===== config.mk =====
export PLATFORM = sky130hd
export DESIGN_NAME = cgsr_top
export DESIGN_NICKNAME = d
export VERILOG_FILES = /design/src/core/cgsr_pkg.sv /design/src/core/cgsr_gate_sel.sv /design/src/core/cgsr_top.sv
export VERILOG_INCLUDE_DIRS = /design/src /design/src/core
export SDC_FILE = /design/constraint.sdc
export NUM_CORES = 1
export LEC_CHECK = 0
export ABC_AREA = 1
export BUFFER_PORTS_ARGS = -buffer_cell sky130_fd_sc_hd__buf_2
export CAP_MARGIN = 0
export CORE_MARGIN = 5
export CORE_UTILIZATION = 45
export CTS_CLUSTER_DIAMETER = 150
export CTS_CLUSTER_SIZE = 10
export DETAILED_ROUTE_END_ITERATION = 16
export HOLD_SLACK_MARGIN = 0.06
export PLACE_DENSITY = 0.86
export SLEW_MARGIN = 20
export SYNTH_ARGS = -nofsm -noshare
export SYNTH_HDL_FRONTEND = slang
export SYNTH_HIERARCHICAL = 1
export SYNTH_SLANG_ARGS = --single-unit

===== constraint.sdc =====
create_clock -name pclk -period 2.33 [get_ports pclk]
set_clock_uncertainty 0.05 [all_clocks]
set_input_delay 0 -clock pclk [delete_from_list [all_inputs] [get_ports pclk]]
set_output_delay 0 -clock pclk [all_outputs]
set_load 0.05 [all_outputs]

===== src/core/cgsr_consts.svh =====
/*
 * Offsets, field positions, write masks and reset values of the clock
 * gating and software reset block.
 * Assumes a 12-bit byte address from the APB slave port.
 */
`ifndef CGSR_CONSTS_SVH
`define CGSR_CONSTS_SVH

// Register byte offsets
`define CGSR_OFF_SRST_A 12'h040
`define CGSR_OFF_SRST_B 12'h044
`define CGSR_OFF_STATUS 12'h050
`define CGSR_OFF_MASK 12'h054
`define CGSR_OFF_RUN_CFG 12'h060
`define CGSR_OFF_RUN_GATE 12'h108
`define CGSR_OFF_SLEEP_GATE 12'h118
`define CGSR_OFF_DEEP_GATE 12'h128

// Gating register fields
`define CGSR_BIT_ETHER_XCVR 30
`define CGSR_BIT_ETHER_MAC 28
`define CGSR_BIT_PORT_G 6
`define CGSR_BIT_PORT_A 0
`define CGSR_GATE_WMASK 32'h5000007f

// Software reset register fields
`define CGSR_BIT_CAN 24
`define CGSR_BIT_HIB 6
`define CGSR_BIT_WDOG 3
`define CGSR_SRST_A_WMASK 32'h01000048
`define CGSR_BIT_CNT3 19
`define CGSR_BIT_CNT0 16
`define CGSR_BIT_TWI 12
`define CGSR_BIT_SSP 4
`define CGSR_BIT_SER1 1
`define CGSR_BIT_SER0 0
`define CGSR_SRST_B_WMASK 32'h000f1013

// Run-mode configuration and event fields
`define CGSR_BIT_AUTO_GATE 27
`define CGSR_BIT_EV_FAULT 0
`define CGSR_BIT_EV_RESET 1
`define CGSR_EV_WMASK 32'h00000003

// Reset values
`define CGSR_RST_GATE 32'h00000000
`define CGSR_RST_SRST 32'h00000000
`define CGSR_RST_ZERO 32'h00000000

`endif


===== src/core/cgsr_pkg.sv =====
/*
 * Types shared by the clock gating and soft reset block.
 * Assumes the constants header supplies all numeric values.
 */
package cgsr_pkg;

  // Power mode reported by the processor core
  typedef enum logic [1:0] {
    CGSR_RUN = 2'b00,
    CGSR_SLEEP = 2'b01,
    CGSR_DEEP = 2'b10
  } cgsr_mode_t;

  // One enable or strobe per gated unit
  typedef struct packed {
    logic ether_xcvr;
    logic ether_mac;
    logic [6:0] port;
  } cgsr_units_t;

  // One reset request per resettable unit
  typedef struct packed {
    logic ctrl_area_net;
    logic hibernation;
    logic watchdog;
    logic [3:0] gp_counter;
    logic two_wire;
    logic sync_serial;
    logic serial_port1;
    logic serial_port0;
  } cgsr_resets_t;

endpackage


===== src/core/cgsr_gate_sel.sv =====
/*
 * Picks the gating set for the current power mode and registers the
 * resulting unit clock enables.
 * Assumes mode and the three gating sets are on the pclk domain.
 */
module cgsr_gate_sel (
  input wire logic pclk,
  input wire logic presetn,
  input wire cgsr_pkg::cgsr_mode_t mode,
  input wire logic auto_gate,
  input wire cgsr_pkg::cgsr_units_t run_set,
  input wire cgsr_pkg::cgsr_units_t sleep_set,
  input wire cgsr_pkg::cgsr_units_t deep_set,
  output cgsr_pkg::cgsr_units_t gate_en_q
);

  cgsr_pkg::cgsr_units_t sel_d;

  // Low-power sets only count with automatic gating on
  always_comb begin
    sel_d = run_set;
    if (auto_gate) begin
      unique case (mode)
        cgsr_pkg::CGSR_RUN: sel_d = run_set;
        cgsr_pkg::CGSR_SLEEP: sel_d = sleep_set;
        cgsr_pkg::CGSR_DEEP: sel_d = deep_set;
        default: sel_d = run_set;
      endcase
    end
  end

  // Enable flop feeds the unit clock gate cells without glitches
  always_ff @(posedge pclk or negedge presetn) begin
    if (!presetn) begin
      gate_en_q <= '0;
    end else begin
      gate_en_q <= sel_d;
    end
  end

endmodule


===== src/core/cgsr_top.sv =====
/*
 * Clock gating and software reset control with an APB register port.
 * Holds three gating sets, two software reset registers, an event
 * status and mask pair, and the registered unit enables and resets.
 * Register map, one 32-bit word per byte offset:
 *   0x040 soft_reset_ctl_a, writes masked by capability_mask_a
 *   0x044 soft_reset_ctl_b, writes masked by capability_mask_b
 *   0x050 event status: bit 0 gated access, bit 1 reset set; W1C
 *   0x054 event mask, same layout as the status
 *   0x060 run_mode_clock_config, auto_gating_select at bit 27
 *   0x108 run_clock_gate, the set used while running
 *   0x118 sleep_clock_gate, the set used in sleep
 *   0x128 deep_sleep_clock_gate, the set used in deep sleep
 * Gating sets hold the transceiver at 30, the MAC at 28 and the
 * ports G to A at 6:0; every other bit reads zero.
 * Each transfer answers in its first access cycle; unmapped offsets
 * and writes with partial strobes get an error and change nothing.
 * Assumes the interconnect signals each unit access on unit_access in
 * the same pclk domain, and that capability masks are static straps
 * already on pclk. Each unit's clock gate cell is expected to latch
 * unit_clk_en while pclk is low, so that a change never shortens a
 * unit clock pulse.
 */
// Design decision made here: the APB slave port.
`include "cgsr_consts.svh"

module cgsr_top (
  input wire logic pclk,
  input wire logic presetn,
  input wire logic psel,
  input wire logic penable,
  input wire logic pwrite,
  input wire logic [11:0] paddr,
  input wire logic [31:0] pwdata,
  input wire logic [3:0] pstrb,
  output logic [31:0] prdata,
  output logic pready,
  output logic pslverr,
  input wire cgsr_pkg::cgsr_mode_t mode,
  input wire logic [31:0] capability_mask_a,
  input wire logic [31:0] capability_mask_b,
  input wire cgsr_pkg::cgsr_units_t unit_access,
  output cgsr_pkg::cgsr_units_t unit_clk_en,
  output cgsr_pkg::cgsr_units_t unit_fault,
  output cgsr_pkg::cgsr_resets_t unit_reset,
  output logic irq
);

  // One enable, access and fault bit per gated unit
  localparam int NUM_UNITS = $bits(cgsr_pkg::cgsr_units_t);

  // Register state
  // Each gating set and reset register is one full 32-bit word
  logic [31:0] run_clock_gate_q;
  logic [31:0] run_clock_gate_d;
  logic [31:0] sleep_clock_gate_q;
  logic [31:0] sleep_clock_gate_d;
  logic [31:0] deep_sleep_clock_gate_q;
  logic [31:0] deep_sleep_clock_gate_d;
  logic [31:0] soft_reset_ctl_a_q;
  logic [31:0] soft_reset_ctl_a_d;
  logic [31:0] soft_reset_ctl_b_q;
  logic [31:0] soft_reset_ctl_b_d;
  logic auto_gating_select_q;
  logic auto_gating_select_d;
  logic [31:0] status_q;
  logic [31:0] status_d;
  logic [31:0] mask_q;
  logic [31:0] mask_d;

  // Bus output flops
  // Answer flops, so the bus outputs carry no decode glitches
  logic [31:0] prdata_q;
  logic pready_q;
  logic pslverr_q;
  logic irq_q;

  // Unit side flops
  // Registered unit signals, one per enable, fault and reset
  cgsr_pkg::cgsr_units_t gate_en_q;
  cgsr_pkg::cgsr_units_t fault_q;
  cgsr_pkg::cgsr_resets_t reset_q;

  // Address decode
  // Full 12-bit compare: aliases of a register are unmapped
  wire sel_srst_a = (paddr == `CGSR_OFF_SRST_A);
  wire sel_srst_b = (paddr == `CGSR_OFF_SRST_B);
  wire sel_status = (paddr == `CGSR_OFF_STATUS);
  wire sel_mask = (paddr == `CGSR_OFF_MASK);
  wire sel_run_cfg = (paddr == `CGSR_OFF_RUN_CFG);
  wire sel_run_gate = (paddr == `CGSR_OFF_RUN_GATE);
  wire sel_sleep_gate = (paddr == `CGSR_OFF_SLEEP_GATE);
  wire sel_deep_gate = (paddr == `CGSR_OFF_DEEP_GATE);
  wire sel_any = sel_srst_a | sel_srst_b | sel_status | sel_mask |
    sel_run_cfg | sel_run_gate | sel_sleep_gate | sel_deep_gate;

  // Transfer phases: answer in the first cycle of the access phase
  // The answer is built from the setup cycle, so the slave never
  // stretches a transfer and the master needs no wait counter
  wire setup_ph = psel & ~penable;
  wire done_ph = psel & penable & pready_q;
  // A refused transfer never reaches a register
  wire wr_en = done_ph & pwrite & ~pslverr_q;
  // Writes must carry all four byte lanes
  wire full_word = (pstrb == 4'hf);

  // Write strobes per register; partial writes are refused
  // A byte lane merge would need read-modify logic per register;
  // refusing it keeps every register a plain word store
  wire wr_srst_a = wr_en & full_word & sel_srst_a;
  wire wr_srst_b = wr_en & full_word & sel_srst_b;
  wire wr_status = wr_en & full_word & sel_status;
  wire wr_mask = wr_en & full_word & sel_mask;
  wire wr_run_cfg = wr_en & full_word & sel_run_cfg;
  wire wr_run_gate = wr_en & full_word & sel_run_gate;
  wire wr_sleep_gate = wr_en & full_word & sel_sleep_gate;
  wire wr_deep_gate = wr_en & full_word & sel_deep_gate;

  // Reset writes keep bits of absent units unchanged
  // The capability straps clear lanes of units not fitted, so a
  // write of all ones can never hold a missing unit in reset
  wire [31:0] srst_a_wm = `CGSR_SRST_A_WMASK & capability_mask_a;
  wire [31:0] srst_b_wm = `CGSR_SRST_B_WMASK & capability_mask_b;

  // Unmapped address or a partial write gives an error answer
  // Decoded from the setup cycle and held in the answer flop
  wire err_d = ~sel_any | (pwrite & ~full_word);

  // Read mux; unused positions are zero in every register
  // Selects are one-hot, so an AND-OR tree needs no priority chain
  wire [31:0] rd_cfg = {4'h0, auto_gating_select_q, 27'h0000000};
  wire [31:0] rd_data =
    ({32{sel_srst_a}} & soft_reset_ctl_a_q) |
    ({32{sel_srst_b}} & soft_reset_ctl_b_q) |
    ({32{sel_status}} & status_q) |
    ({32{sel_mask}} & mask_q) |
    ({32{sel_run_cfg}} & rd_cfg) |
    ({32{sel_run_gate}} & run_clock_gate_q) |
    ({32{sel_sleep_gate}} & sleep_clock_gate_q) |
    ({32{sel_deep_gate}} & deep_sleep_clock_gate_q);

  // Gating sets keep only implemented enables
  // Masking at write time means reads show only the units fitted
  assign run_clock_gate_d = wr_run_gate ?
    (pwdata & `CGSR_GATE_WMASK) : run_clock_gate_q;
  assign sleep_clock_gate_d = wr_sleep_gate ?
    (pwdata & `CGSR_GATE_WMASK) : sleep_clock_gate_q;
  assign deep_sleep_clock_gate_d = wr_deep_gate ?
    (pwdata & `CGSR_GATE_WMASK) : deep_sleep_clock_gate_q;
  // Only the automatic gating bit of the configuration is kept
  assign auto_gating_select_d = wr_run_cfg ?
    pwdata[`CGSR_BIT_AUTO_GATE] : auto_gating_select_q;

  // Software reset registers with capability masking
  // Masked lanes keep their old value rather than being cleared
  assign soft_reset_ctl_a_d = wr_srst_a ?
    ((soft_reset_ctl_a_q & ~srst_a_wm) | (pwdata & srst_a_wm)) :
    soft_reset_ctl_a_q;
  assign soft_reset_ctl_b_d = wr_srst_b ?
    ((soft_reset_ctl_b_q & ~srst_b_wm) | (pwdata & srst_b_wm)) :
    soft_reset_ctl_b_q;

  // Register field views of the gating sets
  // Maps the sparse register bits onto the packed unit struct
  function automatic cgsr_pkg::cgsr_units_t to_units(
    input logic [31:0] r
  );
    cgsr_pkg::cgsr_units_t u;
    u.ether_xcvr = r[`CGSR_BIT_ETHER_XCVR];
    u.ether_mac = r[`CGSR_BIT_ETHER_MAC];
    u.port = r[`CGSR_BIT_PORT_G:`CGSR_BIT_PORT_A];
    return u;
  endfunction

  // Unit views of the three gating sets
  wire cgsr_pkg::cgsr_units_t run_set = to_units(run_clock_gate_q);
  wire cgsr_pkg::cgsr_units_t sleep_set = to_units(sleep_clock_gate_q);
  wire cgsr_pkg::cgsr_units_t deep_set =
    to_units(deep_sleep_clock_gate_q);

  // Reset requests gathered from both registers
  // Wired straight from the register flops; the output flop below
  // adds one edge so every unit sees a clean level
  cgsr_pkg::cgsr_resets_t reset_d;
  assign reset_d.ctrl_area_net = soft_reset_ctl_a_q[`CGSR_BIT_CAN];
  assign reset_d.hibernation = soft_reset_ctl_a_q[`CGSR_BIT_HIB];
  assign reset_d.watchdog = soft_reset_ctl_a_q[`CGSR_BIT_WDOG];
  assign reset_d.gp_counter =
    soft_reset_ctl_b_q[`CGSR_BIT_CNT3:`CGSR_BIT_CNT0];
  assign reset_d.two_wire = soft_reset_ctl_b_q[`CGSR_BIT_TWI];
  assign reset_d.sync_serial = soft_reset_ctl_b_q[`CGSR_BIT_SSP];
  assign reset_d.serial_port1 = soft_reset_ctl_b_q[`CGSR_BIT_SER1];
  assign reset_d.serial_port0 = soft_reset_ctl_b_q[`CGSR_BIT_SER0];

  // Mode and enable selection, registered in the leaf
  // The leaf owns the enable flops, so a mode change reaches the units
  // on the following edge and a gating write on the edge after that
  cgsr_gate_sel u_gate_sel (
    .pclk(pclk),
    .presetn(presetn),
    .mode(mode),
    .auto_gate(auto_gating_select_q),
    .run_set(run_set),
    .sleep_set(sleep_set),
    .deep_set(deep_set),
    .gate_en_q(gate_en_q)
  );

  // Per-unit fault detection on accesses to unclocked units
  // The check uses the registered enable, which is the clock state
  // the unit actually has in this cycle
  // Fault flags in unit order, one per generate pass
  logic [NUM_UNITS-1:0] fault_d;
  genvar gi;
  generate
    for (gi = 0; gi < NUM_UNITS; gi++) begin : g_fault
      assign fault_d[gi] = unit_access[gi] & ~gate_en_q[gi];
    end
  endgenerate

  // Events: a blocked access, or a reset bit newly set
  // A reset bit counts once, on the edge its request rises
  wire ev_fault = |fault_d;
  wire ev_reset = |(reset_d & ~reset_q);
  // Event word in the status layout
  wire [31:0] ev_set = {30'h00000000, ev_reset, ev_fault};
  // Only defined event bits can be cleared
  wire [31:0] clr_bits = wr_status ?
    (pwdata & `CGSR_EV_WMASK) : 32'h00000000;

  // Sticky status: an event in the clear cycle wins
  // Software clearing a stale bit must not lose a fresh event
  assign status_d = (status_q & ~clr_bits) | ev_set;
  // Mask keeps only defined event bits
  assign mask_d = wr_mask ? (pwdata & `CGSR_EV_WMASK) : mask_q;

  // Gating and configuration registers
  // All sets start cleared, so every unit starts unclocked
  always_ff @(posedge pclk or negedge presetn) begin
    if (!presetn) begin
      run_clock_gate_q <= `CGSR_RST_GATE;
      sleep_clock_gate_q <= `CGSR_RST_GATE;
      deep_sleep_clock_gate_q <= `CGSR_RST_GATE;
      auto_gating_select_q <= 1'b0;
    end else begin
      run_clock_gate_q <= run_clock_gate_d;
      sleep_clock_gate_q <= sleep_clock_gate_d;
      deep_sleep_clock_gate_q <= deep_sleep_clock_gate_d;
      auto_gating_select_q <= auto_gating_select_d;
    end
  end

  // Software reset registers
  always_ff @(posedge pclk or negedge presetn) begin
    if (!presetn) begin
      soft_reset_ctl_a_q <= `CGSR_RST_SRST;
      soft_reset_ctl_b_q <= `CGSR_RST_SRST;
    end else begin
      soft_reset_ctl_a_q <= soft_reset_ctl_a_d;
      soft_reset_ctl_b_q <= soft_reset_ctl_b_d;
    end
  end

  // Event status and mask
  // Status and mask reset together, so no stale interrupt survives
  always_ff @(posedge pclk or negedge presetn) begin
    if (!presetn) begin
      status_q <= `CGSR_RST_ZERO;
      mask_q <= `CGSR_RST_ZERO;
    end else begin
      status_q <= status_d;
      mask_q <= mask_d;
    end
  end

  // Unit reset and fault outputs, one edge after the register
  // A fault pulse lasts one cycle for each blocked access cycle
  always_ff @(posedge pclk or negedge presetn) begin
    if (!presetn) begin
      reset_q <= '0;
      fault_q <= '0;
    end else begin
      reset_q <= reset_d;
      fault_q <= fault_d;
    end
  end

  // Interrupt level from unmasked sticky status
  // Built from next values so the level follows a write at once
  always_ff @(posedge pclk or negedge presetn) begin
    if (!presetn) begin
      irq_q <= 1'b0;
    end else begin
      irq_q <= |(status_d & mask_d);
    end
  end

  // APB answer: ready, error and read data captured in setup
  // Read data holds after the answer until the next setup cycle
  always_ff @(posedge pclk or negedge presetn) begin
    if (!presetn) begin
      pready_q <= 1'b0;
      pslverr_q <= 1'b0;
      prdata_q <= 32'h00000000;
    end else begin
      pready_q <= setup_ph;
      pslverr_q <= setup_ph & err_d;
      if (setup_ph) begin
        prdata_q <= (pwrite | err_d) ? 32'h00000000 : rd_data;
      end
    end
  end

  // Outputs straight from flops
  // No logic between these flops and the pins
  assign prdata = prdata_q;
  assign pready = pready_q;
  assign pslverr = pslverr_q;
  assign unit_clk_en = gate_en_q;
  assign unit_fault = fault_q;
  assign unit_reset = reset_q;
  assign irq = irq_q;

endmodule


==> Word level (Yosys, flattened, before mapping) <==
Index checks and enable logic that the tools add are counted.
{ "classes": {"n_eq_ne": 11, "n_mux": 5, "bitwise_logic": 76, "n_reduce_logical": 3} }
{ "op_table": {"columns": ["cell", "count"], "rows": [
  ["$or A32 B32 Y32", 9],
  ["$and A32 B32 Y32", 8],
  ["$and A32 B31 Y32", 3],
  ["$mux W32", 2],
  ["$eq A12 B7 Y1 const B", 5],
  ["$eq A12 B9 Y1 const B", 3],
  ["$and A32 B20 Y32", 1],
  ["$and A32 B25 Y32", 1],
  ["$and A32 B28 Y32", 1],
  ["$not A2 Y32", 1],
  ["$not A20 Y32", 1],
  ["$not A25 Y32", 1],
  ["$or A32 B2 Y32", 1],
  ["$reduce_or A32 Y1", 1],
  ["$and A1 B1 Y1", 25],
  ["$pmux W9 S2", 1],
  ["$not A1 Y1", 13],
  ["$and A11 B11 Y11", 1],
  ["$not A11 Y11", 1],
  ["$reduce_or A11 Y1", 1],
  ["$mux W9", 1],
  ["$or A1 B1 Y1", 9],
  ["$reduce_or A9 Y1", 1],
  ["$eq A4 B4 Y1 const B", 1],
  ["other kinds (3)", 3]
]} }
{ "word_totals": {"ff_bits": 220, "input_bits": 128, "out_inout_bits": 64, "wordCells": 121} }

==> Logic depth before layout (Yosys ltp) <==
{ "logic_depth": {"depth_word": 12, "ltp_mapped": 11, "ltp_nobuf": 11} }

==> By module <==
Netlist, hierarchy kept.
{ "modules_own_cells": {"columns": ["module", "instances", "cells_per_inst", "area_per_inst_um2", "seq_area_each_um2"], "rows": [
  ["cgsr_top", 1, 460, 3852.4, 2052.0],
  ["cgsr_gate_sel", 1, 74, 505.5, 225.2]
]} }

==> Least setup slack after synthesis <==
OpenSTA, ideal clock, no wires.
{ "synth_path": {"path_kind": "reg-to-reg", "from": "reg pready_q, in the netlist pready", "to": "reg with a tool-made name", "setup_ps": 128, "arrival_time_ps": 1595, "required_ps": 2152, "setup_slack_ps": 557, "path_stages_with_launch": 9, "path_buffers": 1, "period_less_slack_ps": 1773, "cell_sequence": "dfrtp_1 -> nand2_1 -> nor2_1 -> nand3_1 -> nor2_4 -> buf_4 -> nand2_2 -> o21ai_0 -> o31ai_1"} }
{ "synth_rtl": {"columns": ["element", "line_no", "text"], "rows": [
  ["start, declared", "cgsr_top.sv:74", "logic pready_q;"],
  ["start signal, assigned", "cgsr_top.sv:306", "pready_q <= setup_ph;"]
]} }

==> Worst setup path after layout <==
{ "layout_path": {"from": "in paddr[4]", "to": "reg auto_gating_select_q"} }
{ "layout_between": {"elab_chain_cells": 2} }
{ "layout_lines": {"columns": ["element", "line_no", "text"], "rows": [
  ["start, declared", "cgsr_top.sv:33", "input wire logic [11:0] paddr,"],
  ["$eq A12 B7 Y1 (no source line)", null, null],
  ["$and A1 B1 Y1", "cgsr_top.sv:114", "wire wr_run_cfg = wr_en & full_word & sel_run_cfg;"],
  ["end signal, assigned", "cgsr_top.sv:249", "auto_gating_select_q <= auto_gating_select_d;"],
  ["end, declared", "cgsr_top.sv:64", "logic auto_gating_select_q;"]
]} }
Every way passes these cells.
A chain may end at the register's enable or synchronous reset.

==> flow_summary.toml <==
[sta]
tns_ns = 0
grt_setup_unrepaired = "false"
fin_ws_ns = 0.215
fmax_ghz = 0.473
period_needed_ns = 2.11
hold_viol_final = 0
finalSetupViolations = 0
finalCritPeriodShare_pct = 90.8
slew_headroom_pct = 37.3
tightest_slew_ns = 0.941
drv_slew = 0

[power]
leakagePower_nw = 3.11
p_per_area_nw_per_um2 = 560
ir_drop_v = 0.000323

[clock_tree]
cts_inserted_buffers = 9
clock_tree.buffer_depth = 2
cts_tree = "built"
insertion_delay_ns = 0.36
cts.htree.levels = 3
cts_num_sinks = 91
cts_root_buf = "clkbuf_8"
path_clk_slew_ns = 0.09

[placement]
placedCellCount = 764
dp_hpwl_um = 7930
io_buffers = 106
pre_cts_ws_ns = 0.546
globalplace.congestion = 0.835

[hold_path]
hold_class = "in2reg"
min_to = "auto_gating_select_q$_DFFE_PN0P_"
hold_depth = 6
hp-start = "paddr[0]"

[cells_and_area]
final_layout_size_suffix_gt1_share_pct = 23.4
antenna_cells = 0
num-nets-final = 828
multiInputGateArea_um2 = 1730
ff_latch_area_um2 = 2280
layout_common_cells = "nand2_1 (153), buf_2 (105), dfrtp_1 (91)"
fin_cells = 835
fill_cells = 812
area_growth_pct = 30.6
mostFrequentLayoutCell = "nand2_1"

[global_routing]
track_usage_pct = 20.0
grt.busiest_layer = "met2"
grt_overflow_total = 0
met2_usage_pct = 34.5
grt_use_met3_pct = 4.00
antenna_found_initial = 0
grt_pass1_wl_um = 18500
grt_pass1_vias = 4011
grt_max_degree = 76
grt_util_met1_pct = 25.0

[logic_synthesis]
yosysTopAreaCell = "dfrtp_1"
synthCells = 534
ys_seq_area_share_pct = 52.3
ys_warn_count = 6
synthDistinctLibCells = 28
netlist_area_um2 = 4360
synth_top_cell_area_share_pct = 52.3
ys_ff_latch = 91
synthTopCellsByArea = "dfrtp_1 (52%), nand2_1 (13%), nor2_1 (5.7%)"
avgSynthCellArea_um2 = 8.16

[floorplanning]
io_pins = 192
die_area_um2 = 11800
die_w_um = 108
num_rows = 36
fp.dieH_um = 108
initial_core_util_pct = 45.4
core_um2 = 9590

[route]
final_antenna_net_count = 0
vias = 4036
wl_per_cell_um = 13.9
viasPerCell = 4.83
wl_um = 11600
drc_errors = 0
first_pass_iters = 5
first_iter_violations = 349

[worst_setup_path]
worstSetupEndpointType = "flop"
crit_fanout = 5
cp.required_ns = 2.54
worstSetupPathType = "in2reg"
worstReg2RegStart = "pready$_DFF_PN0_"
rr_worst_depth = 9
arrival_ns = 2.32
start_kind = "input pin"
r2r_setup_slack_ns = 0.28

[run_status]
status = "complete, no violations"

[run]
drv_cap = 0
[final cells by class]
type	count	share of cell area, %
Clock buffer	9	2.18
Clock inverter	6	1.28
Inverter	60	3.96
Multi-Input combinational cell	372	30.3
Sequential cell	91	40.0
Tap cell	133	2.92
Timing Repair Buffer	164	19.3
[critical path, cell delays in order]
cell	delay, ns
dlygate4sd3_1	0.55
buf_2	0.15
nor3_1	0.23
dlygate4sd3_1	0.58
nand3_1	0.10
nor2_1	0.10
dlygate4sd3_1	0.56
a21oi_1	0.04
[worst max-delay path by stage]
stage	cells past startpoint	from	slack, ns	end
floorplan	8	pready$_DFF_PN0_	0.56	flop
global placement	6	pslverr$_DFF_PN0_	0.68	flop
detailed placement	7	pready$_DFF_PN0_	0.55	flop
CTS	9	pready$_DFF_PN0_	0.01	flop
global route	8	paddr[4]	0.1	auto_gating_select_q$_DFFE_PN0P_
finish	8	paddr[4]	0.22	auto_gating_select_q$_DFFE_PN0P_
[power by group]
| part | leakage [nW] | internal [mW] | total, mW | switching [mW] |
|---|---|---|---|---|
| Combinational | 1.87 | 0.139 | 0.471 | 0.332 |
| Sequential | 1.15 | 1.61 | 1.62 | 0.0137 |
| Clock | 0.102 | 0.508 | 1.09 | 0.587 |
| Total | 3.11 | 2.26 | 3.19 | 0.933 |
[routing by layer]
metal	part of all wire (%)	vias up
met5	0	-
met1	42	1854
met3	8.5	23
met4	2.0	0
met2	48	195
li1	-	1964
[what timing repair did]
| item | 4_1_cts | 5_1_grt |
|---|---|---|
| hold endpoints to repair | 144 | 0 |
| setup endpoints to repair | 0 | 8 |
| hold buffers | 53 | 0 |
| gates resized for setup | 0 | 2 |
| buffers inserted | 0 | 3 |
[stage by stage]
step | hold slack (ns) | power [mW] | cell area, µm² | util (%)
after floorplan | -0.346 | 1.94 | 4410 | -
after global placement | 0.136 | 2.06 | 4930 | 51.4
after detailed placement | 0.152 | 2.07 | 4930 | 51.4
after CTS | 0.0845 | 3.21 | 5660 | 59.0
after global routing | 0.142 | 3.32 | 5690 | 59.3
final | 0.115 | 3.19 | 5690 | 59.3
[logic make-up after synthesis]
logic type | Yosys count | synth area share, %
flip-flops | 91 | 52.3
buffers and inverters | 86 | 9.68
adder cells (fa/ha/maj) | 2 | 0.574
other | 1 | 0.0861
AND/OR/NAND/NOR | 307 | 31.6
AO/OA/AOI/OAI | 47 | 5.80
[Yosys cell counts (all sizes together)]
cell type  number
nand3          49
a21oi           4
o22ai           3
conb            1
nand4           6
o221ai          1
nand2         163
nor2           80
dfrtp          91
buf            25
ha              2
nor3            7
o21ai          38
inv            60
clkbuf          1
or2             2
o31ai           1
(Power assumes the default switching activity.)
